## src/hdl/asc_cfg.svh

```systemverilog
`ifndef ASC_CFG_SVH
`define ASC_CFG_SVH
`define ASC_ADDR_W 18
// register offsets are word indices; byte address is four times
`define ASC_OFS_FLAGS 16'hFF2A
`define ASC_OFS_CTRL 16'hFF80
`define ASC_OFS_IRQ_MASK 16'hFF84
`define ASC_IDX_HI 17
`define ASC_IDX_LO 2
`define ASC_BIT_DONE 7
`define ASC_BIT_PEN 6
`define ASC_BIT_UPD 5
`define ASC_BIT_START 7
`define ASC_BIT_HAND 4
`define ASC_BIT_REF 3
`define ASC_CHS_HI 2
`define ASC_CHS_LO 0
`define ASC_FLAGS_MASK 8'hE0
`define ASC_CTRL_RMASK 8'h1F
`define ASC_RESP_OKAY 2'h0
`define ASC_RESP_SLVERR 2'h2
`endif

```

## src/hdl/asc_pkg.sv

```systemverilog
package asc_pkg;
	typedef struct packed {
		logic conv_done_flag;
		logic pen_down_flag;
		logic touch_data_update_flag;
	} asc_flags_t;
	typedef struct packed {
		logic ref_handover_enable;
		logic ref_supply_switch;
		logic [2:0] input_channel_select;
	} asc_ctrl_t;
	typedef enum logic [1:0] {
		ASC_W_IDLE,
		ASC_W_RESP
	} asc_wstate_t;
endpackage

```

## src/hdl/asc_chan_dec.sv

```systemverilog
`include "asc_cfg.svh"
module asc_chan_dec
	import asc_pkg::*;
(
	input wire logic [2:0] code_in,
	output logic [7:0] onehot_out
);
	always_comb begin
		onehot_out = 8'h00;
		onehot_out[code_in] = 1'b1;
	end
endmodule

```

## src/hdl/asc_ctrl.sv

```systemverilog
`include "asc_cfg.svh"
module asc_ctrl
	import asc_pkg::*;
(
	input wire logic core_clk_in,
	input wire logic srst_in,
	input wire logic [17:0] s_axi_awaddr_in,
	input wire logic s_axi_awvalid_in,
	output logic s_axi_awready_out,
	input wire logic [31:0] s_axi_wdata_in,
	input wire logic [3:0] s_axi_wstrb_in,
	input wire logic s_axi_wvalid_in,
	output logic s_axi_wready_out,
	output logic [1:0] s_axi_bresp_out,
	output logic s_axi_bvalid_out,
	input wire logic s_axi_bready_in,
	input wire logic [17:0] s_axi_araddr_in,
	input wire logic s_axi_arvalid_in,
	output logic s_axi_arready_out,
	output logic [31:0] s_axi_rdata_out,
	output logic [1:0] s_axi_rresp_out,
	output logic s_axi_rvalid_out,
	input wire logic s_axi_rready_in,
	input wire logic conv_done_in,
	input wire logic pen_down_in,
	input wire logic touch_data_update_in,
	input wire logic touch_ref_request_in,
	output logic conv_start_trigger_out,
	output logic [2:0] conv_channel_out,
	output logic [7:0] channel_onehot_out,
	output logic converter_reference_supply_out,
	output logic ref_handover_enable_out,
	output logic irq_out
);
	typedef struct packed {
		asc_flags_t flags;
		asc_flags_t mask;
		asc_ctrl_t ctrl;
		logic start;
		logic [2:0] start_chan;
		logic aw_held;
		logic [17:0] awaddr;
		logic w_held;
		logic [7:0] wdata;
		logic wstrb0;
		asc_wstate_t wst;
		logic [1:0] bresp;
		logic rvalid;
		logic [7:0] rdata;
		logic [1:0] rresp;
	} asc_state_t;

	asc_state_t st;
	asc_state_t next_st;
	logic do_write;
	logic do_read;
	logic wr_flags;
	logic wr_ctrl;
	logic wr_mask;
	logic [7:0] rd_val;
	logic rd_hit;
	logic [15:0] rd_word;
	logic [15:0] wr_word;

	// bus slave takes aw and w in either order, answers after both
	assign s_axi_awready_out = !st.aw_held && st.wst == ASC_W_IDLE;
	assign s_axi_wready_out = !st.w_held && st.wst == ASC_W_IDLE;
	assign s_axi_bvalid_out = st.wst == ASC_W_RESP;
	assign s_axi_bresp_out = st.bresp;
	assign s_axi_arready_out = !st.rvalid;
	assign s_axi_rvalid_out = st.rvalid;
	assign s_axi_rdata_out = {24'h000000, st.rdata};
	assign s_axi_rresp_out = st.rresp;

	assign do_write = st.aw_held && st.w_held && st.wst == ASC_W_IDLE;
	assign do_read = s_axi_arvalid_in && !st.rvalid;
	// address bits 1:0 ignored; decode on the word index
	assign wr_word = st.awaddr[`ASC_IDX_HI:`ASC_IDX_LO];
	assign rd_word = s_axi_araddr_in[`ASC_IDX_HI:`ASC_IDX_LO];
	// low byte lane only; other lanes hold nothing
	assign wr_flags = do_write && st.wstrb0 &&
		wr_word == `ASC_OFS_FLAGS;
	assign wr_ctrl = do_write && st.wstrb0 && wr_word == `ASC_OFS_CTRL;
	assign wr_mask = do_write && st.wstrb0 && wr_word == `ASC_OFS_IRQ_MASK;

	always_comb begin
		rd_val = 8'h00;
		rd_hit = 1'b1;
		case (rd_word)
			`ASC_OFS_FLAGS: rd_val = {st.flags, 5'h00};
			`ASC_OFS_CTRL: rd_val = {3'h0, st.ctrl};
			`ASC_OFS_IRQ_MASK: rd_val = {st.mask, 5'h00};
			default: rd_hit = 1'b0;
		endcase
	end

	always_comb begin
		next_st = st;
		next_st.start = 1'b0;
		if (s_axi_awvalid_in && s_axi_awready_out) begin
			next_st.aw_held = 1'b1;
			next_st.awaddr = s_axi_awaddr_in;
		end
		if (s_axi_wvalid_in && s_axi_wready_out) begin
			next_st.w_held = 1'b1;
			next_st.wdata = s_axi_wdata_in[7:0];
			next_st.wstrb0 = s_axi_wstrb_in[0];
		end
		case (st.wst)
			ASC_W_IDLE: begin
				if (do_write) begin
					next_st.aw_held = 1'b0;
					next_st.w_held = 1'b0;
					next_st.wst = ASC_W_RESP;
					next_st.bresp = (wr_flags || wr_ctrl || wr_mask ||
						!st.wstrb0) ? `ASC_RESP_OKAY : `ASC_RESP_SLVERR;
					if (!st.wstrb0 && wr_word != `ASC_OFS_CTRL &&
						wr_word != `ASC_OFS_IRQ_MASK &&
						wr_word != `ASC_OFS_FLAGS)
						next_st.bresp = `ASC_RESP_SLVERR;
				end
			end
			ASC_W_RESP: begin
				if (s_axi_bready_in)
					next_st.wst = ASC_W_IDLE;
			end
			default: next_st.wst = ASC_W_IDLE;
		endcase
		// flag clears first so a same-cycle set wins below
		if (wr_flags) begin
			if (st.wdata[`ASC_BIT_DONE])
				next_st.flags.conv_done_flag = 1'b0;
			if (st.wdata[`ASC_BIT_PEN])
				next_st.flags.pen_down_flag = 1'b0;
			if (st.wdata[`ASC_BIT_UPD])
				next_st.flags.touch_data_update_flag = 1'b0;
		end
		if (conv_done_in)
			next_st.flags.conv_done_flag = 1'b1;
		if (pen_down_in)
			next_st.flags.pen_down_flag = 1'b1;
		if (touch_data_update_in)
			next_st.flags.touch_data_update_flag = 1'b1;
		if (wr_mask) begin
			next_st.mask = st.wdata[`ASC_BIT_DONE:`ASC_BIT_UPD];
		end
		if (wr_ctrl) begin
			next_st.ctrl.ref_handover_enable = st.wdata[`ASC_BIT_HAND];
			next_st.ctrl.ref_supply_switch = st.wdata[`ASC_BIT_REF];
			next_st.ctrl.input_channel_select =
				st.wdata[`ASC_CHS_HI:`ASC_CHS_LO];
			if (st.wdata[`ASC_BIT_START]) begin
				next_st.start = 1'b1;
				next_st.start_chan = st.wdata[`ASC_CHS_HI:`ASC_CHS_LO];
			end
		end
		if (do_read) begin
			next_st.rvalid = 1'b1;
			next_st.rdata = rd_val;
			next_st.rresp = rd_hit ? `ASC_RESP_OKAY : `ASC_RESP_SLVERR;
		end else if (st.rvalid && s_axi_rready_in) begin
			next_st.rvalid = 1'b0;
		end
	end

	always_ff @(posedge core_clk_in) begin
		if (srst_in) begin
			st <= '0;
			st.wst <= ASC_W_IDLE;
		end else begin
			st <= next_st;
		end
	end

	assign conv_start_trigger_out = st.start;
	assign conv_channel_out = st.start ? st.start_chan :
		st.ctrl.input_channel_select;
	asc_chan_dec u_dec (
		.code_in(st.ctrl.input_channel_select),
		.onehot_out(channel_onehot_out)
	);
	assign converter_reference_supply_out = st.ctrl.ref_handover_enable ?
		touch_ref_request_in : st.ctrl.ref_supply_switch;
	assign ref_handover_enable_out = st.ctrl.ref_handover_enable;
	// level irq while any unmasked flag stands
	assign irq_out = |(st.flags & st.mask);
endmodule

```

## config.mk

```make
export PLATFORM = sky130hd
export DESIGN_NAME = asc_ctrl
export DESIGN_NICKNAME = d
export VERILOG_FILES = /design/src/hdl/asc_pkg.sv /design/src/hdl/asc_chan_dec.sv /design/src/hdl/asc_ctrl.sv
export VERILOG_INCLUDE_DIRS = /design/src /design/src/hdl
export SDC_FILE = /design/constraint.sdc
export NUM_CORES = 1
export LEC_CHECK = 0
export BUFFER_PORTS_ARGS = -buffer_cell sky130_fd_sc_hd__buf_2
export CORE_ASPECT_RATIO = 0.6
export CORE_MARGIN = 3
export CORE_UTILIZATION = 48
export DETAILED_ROUTE_END_ITERATION = 6
export PLACE_DENSITY = 0.9
export SLEW_MARGIN = 20
export SYNTH_ARGS = -nofsm -noshare
export SYNTH_HDL_FRONTEND = slang
export SYNTH_HIERARCHICAL = 1
export SYNTH_SLANG_ARGS = --single-unit
```

## constraint.sdc

```tcl
create_clock -name core_clk_in -period 3.9 [get_ports core_clk_in]
set_input_delay 0.195 -clock core_clk_in [delete_from_list [all_inputs] [get_ports core_clk_in]]
set_output_delay 0.195 -clock core_clk_in [all_outputs]
set_load 0.02 [all_outputs]
```

## After elaboration in Yosys (flattened, before gate mapping)

Index checks and enable logic that the tools add are counted.
Widths: inputs -> output; s select.

- Word-level logic and storage cells: 105
- Register bits after elaboration: 59
- Output and inout bits: 56
- Input bits: 83

- Magnitude comparators: 2
- Equal/unequal tests: 12
- Bitwise gates (word level): 2
- Muxes and demuxes: 28
- Reductions and logical operators: 40

Operators by type and width:

| kind | count |
|---|---|
| $eq 16x16->1 const B | 6 |
| $ne 16x16->1 const B | 3 |
| $pmux 8 s3 | 1 |
| $mux 19 | 1 |
| $logic_and 1x1->1 | 16 |
| $mux 1 | 15 |
| $reduce_bool 2->1 | 7 |
| $reduce_and 2->1 | 6 |
| $mux 10 | 1 |
| $mux 2 | 4 |
| $mux 4 | 2 |
| $mux 3 | 2 |
| $reduce_or 3->1 | 2 |
| $logic_not 1->1 | 4 |
| $lt 3x4->1 const B | 1 |
| $pmux 2 s2 | 1 |
| $and 3x3->3 | 1 |
| $demux 1 s3 | 1 |
| $ge 3x1->1 const B | 1 |
| $logic_or 1x1->1 | 3 |
| $eq 2x1->1 const B | 1 |
| $logic_not 2->1 | 1 |
| $ne 2x1->1 const B | 1 |
| $ne 2x2->1 const B | 1 |
| 2 further kinds | 2 |

## Logic depth before layout (Yosys ltp)

- Depth after elaboration: 11
- Depth in mapped cells: 6
- Depth with buffers taken out: 4

## By module

Netlist, hierarchy kept.

Modules (own cells, without submodules):

| module | seq. area each (um^2) | cells each | instances | area an instance (um^2) |
|---|---|---|---|---|
| asc_ctrl | 1081.0 | 304 | 1 | 2552.4 |
| asc_chan_dec | 0.0 | 8 | 1 | 65.1 |

## Worst setup path before layout

Ideal clock, no wire load.

- Kind: register -> register
- From: register st[27] (netlist name)
- To: register st[44] (netlist name)
- Stages on the path, launching flop included: 6
- Path buffers: 1
- Library setup time: 132 ps
- Path slack: 2224 ps
- Data required time: 3768 ps
- Arrival time: 1544 ps
- Period minus slack after synthesis: 1676 ps
- Path through: dfxtp_1 or3_4 or4_4 buf_6 o21ai_1 a21oi_1

- Cells in the longest elaborated chain, start to end: 3

Ends and longest elaborated chain:

| element | RTL line | text |
|---|---|---|
| start: declaration | asc_ctrl.sv:53 | `asc_state_t st;` |
| start signal: assignment | asc_ctrl.sv:171 | `st <= next_st;` |
| $eq 16x16->1 (no line) | - |  |
| $logic_and 1x1->1 (no line) | - |  |
| $reduce_and 2->1 (no line) | - |  |

Every way passes these cells.
A chain may end at the register's enable or synchronous reset.

## Worst setup path after layout

- From: register st[28] (netlist name)
- To: register st[50] (netlist name)

- Cells in the longest elaborated chain, start to end: 2

Ends and longest elaborated chain:

| element |
|---|
| $eq 16x16->1 (no line) |
| $logic_and 1x1->1 (no line) |

Every way passes these cells.

==> impl_results.md <==
- Status: complete, no violations
- DP Cell Count: 433
- Final WL: 5824 um
- Clock tree from TritonCTS: built
- Avg Inst Size Synth: 8.389 um2
- DR vias: 2269
- M2 GR Usage: 23.70%
- DIE WIDTH: 101.3 um
- Worst Setup End Kind: flip-flop
- FMAX: 0.5094 GHz
- Diodes inserted: 0
- Slew @ Worst Pin: 0.9393 ns
- Vias in the first global route: 2004
- RSZ-0062 raised after global routing: false
- Min-delay worst type: in -> reg
- Largest net degree at the start of global routing: 54
- CTS root buffer: clkbuf_8
- Ys async rst share: 0%
- Post-CTS setup buffers: 0
- Area leader, netlist: dfxtp_1
- CTS sink cnt: 54
- Max cap viols: 0
- NetSw: 0.0002896 W
- Die Y: 63.20 um
- Initial core utilization: 50.78%
- Final Wtd Congestion: 0.8070
- Register bit total from synthesis: 54
- First-pass GRT wire length: 9004 um
- Setup violators final: 0
- Total die area: 6404 um2
- I/O Buffers: 81
- Total congestion overflow: 0
- Antenna violations before repair: 0
- Total track usage: 17.43%
- Post-Syn Area: 2618 um2
- Post-Layout Inst Area: 2922 um2
- Core ar.: 5155 um2
- Vias per inst: 5.145
- Crit path DAT: 2.13 ns
- Total CTS buffers: 5
- Worst IR Drop VDD: 0.0001827 V
- Yosys warnings: 6
- Synth top area share: 41.30%
- R2r setup slk: 1.94 ns
- Critical path's slowest cell: nor4b_2
- Row cnt: 20
- Clk_lat worst skew: 0.31 ns
- Pleak: 1.257 nW
- Area Overhead vs Synth: 11.62%
- Largest cells by area after synthesis: dfxtp_1 (41%), buf_4 (11%), nand2_1 (8.0%)
- Longest Clk Path Bufs: 2
- Critical Path RT: 4.06 ns
- Worst clock skew: 0.006255 ns
- Max incr delay on CP: 0.83 ns
- Clock share of power: 30.5%
- DR iter-0 viols: 105
- Filler cell count: 482
- DR WL/cell: 13.21 um
- M3 GR Usage: 5.863%
- CTS H-tree depth: 2
- Crit Path Max Fanout: 13
- Post-route minimum period: 1.963 ns
- Netlist cell types: 41
- Worst-path clk slew: 0.09 ns
- Net count, final: 457
- Slew HR: 37.22%
- Fin crit share: 50.34%
- Top Family by Delay on Critical Path: simple AND/OR/NAND/NOR gates
- Dpl hpwl: 4476 um
- WS Path Type: reg -> reg
- Sw Share: 27.45%
- Post-synthesis sequential area ratio: 41.30%
- Register share of total power: 56.5%
- Post-route ant nets: 0
- Worst Path Buf+Inv: 0
- Int Power: 0.0007655 W
- Share of cells above drive strength 1: 27.47%
- Drt drc: 0
- Non-filler cells, final: 441
- Setup tns final: 0 ns
- EDFF count, synth: 0
- Met1 usage: 25.00%
- I/O Pins: 139
- CTS hold repair buffers: 0
- Cell count after synthesis: 312
- Final Core Density: 56.67%
- Sequence of cells on the critical path: nor4b_2 -> or2b_2 -> o21ai_0 -> a21oi_1
- Hold Vio Cnt, Final: 0
- Ys flop type: dfxtp_1
- Crit path launch type: flip-flop
- Slew Viols, Final: 0
- PD cells: 361.1 nW/um2
- Placement Cell Area: 2826 um2
- Drt first pass iters: 5
- Gr busiest metal: met1
- Final Hold Slack: 0.1151 ns
- Post_cts resized: 0
- Logic pwr share: 13.0%
## area by class of cell
| class | count | area, um2 | share of cell area (%) |
|---|---|---|---|
| Clock inverter | 2 | 12.51 | 0.4283 |
| Inverter | 5 | 18.77 | 0.6424 |
| Tap cell | 66 | 82.58 | 2.827 |
| Clock buffer | 6 | 82.58 | 2.827 |
| Sequential cell | 54 | 1081 | 37.00 |
| Timing Repair Buffer | 81 | 405.4 | 13.88 |
| Multi-Input combinational cell | 227 | 1239 | 42.40 |
## registers in the layout, summed over array words and instances (netlist names)
name,flops
conv_start_trigger_out,1
ref_handover_enable_out,1
s_axi_bresp_out,1
s_axi_rdata_out,8
s_axi_rresp_out,1
s_axi_rvalid_out,1
st,41
## stage by stage
| stage | power, W | setup WS (ns) |
|---|---|---|
| finish | 0.001055 | 1.937 |
| global route | 0.001102 | 1.709 |
| CTS | 0.001061 | 1.963 |
| detailed placement | 0.0007446 | 1.984 |
| global placement | 0.0007386 | 1.994 |
| floorplan | 0.0007232 | 2.224 |
## worst paths after layout
check	cells after the start	startpoint	to
worst max-delay path	4	st[28]	st[50]
worst min-delay path	3	s_axi_awaddr_in[15]	st[40]
worst max register to register	4	st[28]	st[50]
worst min register to register	2	s_axi_rdata_out[6]	s_axi_rdata_out[6]
## cells by family (layout without fill, tap and decap cells)
group,after synthesis,count (layout),synth area share [%]
buf+inv,56,94,15.20
simple gates,129,129,26.96
flops,54,54,41.30
mux,4,4,1.721
other cells,1,26,0.1433
compound gates,68,68,14.68
## cell usage in the layout, fill, tap and decap left out, types with 2 or more instances in the layout
cell type,instances
nor3_1,9
clkbuf_8,6
o21ai_0,7
a32oi_1,8
o21ai_1,9
conb_1,26
nor2_1,14
nand2_1,56
a21oi_1,40
dfxtp_1,54
nor2b_1,2
buf_2,81
inv_1,5
nor4_1,4
nand4b_1,7
nand2b_1,4
nand4_1,7
nand3_1,3
and4b_1,3
and3b_2,3
nor3b_1,3
and2_1,2
mux2_2,4
nand3b_1,2
## worst register-to-register path: stages (launching register included)
cell and delay [ns]:
dfxtp_1 0.34, nor4b_2 0.84, or2b_2 0.40, o21ai_0 0.16, a21oi_1 0.08
## Yosys cell counts (2+ instances only)
| cell | instances |
|---|---|
| mux2_2 | 4 |
| nand2_1 | 56 |
| a21oi_1 | 40 |
| nor2b_1 | 2 |
| o21ai_1 | 9 |
| o21ai_0 | 7 |
| clkbuf_8 | 4 |
| nand2b_1 | 4 |
| clkbuf_1 | 8 |
| nor3b_1 | 3 |
| nor2_1 | 14 |
| a32oi_1 | 8 |
| nand4b_1 | 7 |
| inv_1 | 5 |
| and2_1 | 2 |
| dfxtp_1 | 54 |
| nor3_1 | 9 |
| buf_4 | 37 |
| and4b_1 | 3 |
| and3b_2 | 3 |
| nand3_1 | 3 |
| nand4_1 | 7 |
| nand3b_1 | 2 |
| nor4_1 | 4 |
## power groups by stage
stage | clock network [W] | registers, W | logic (W)
floorplan | 0 | 0.000601 | 0.000122
global placement | 0 | 0.000606 | 0.000132
detailed placement | 0 | 0.000608 | 0.000136
CTS | 0.000329 | 0.000595 | 0.000137
global route | 0.000350 | 0.000599 | 0.000153
finish | 0.000322 | 0.000596 | 0.000137
## per-layer routing
metal,vias up,share of wire [%]
li1,1157,-
met1,1003,50
met2,99,39
met3,10,9.8
met4,0,1.6
met5,-,0
No activity file was read; power rests on OpenSTA's default activity.
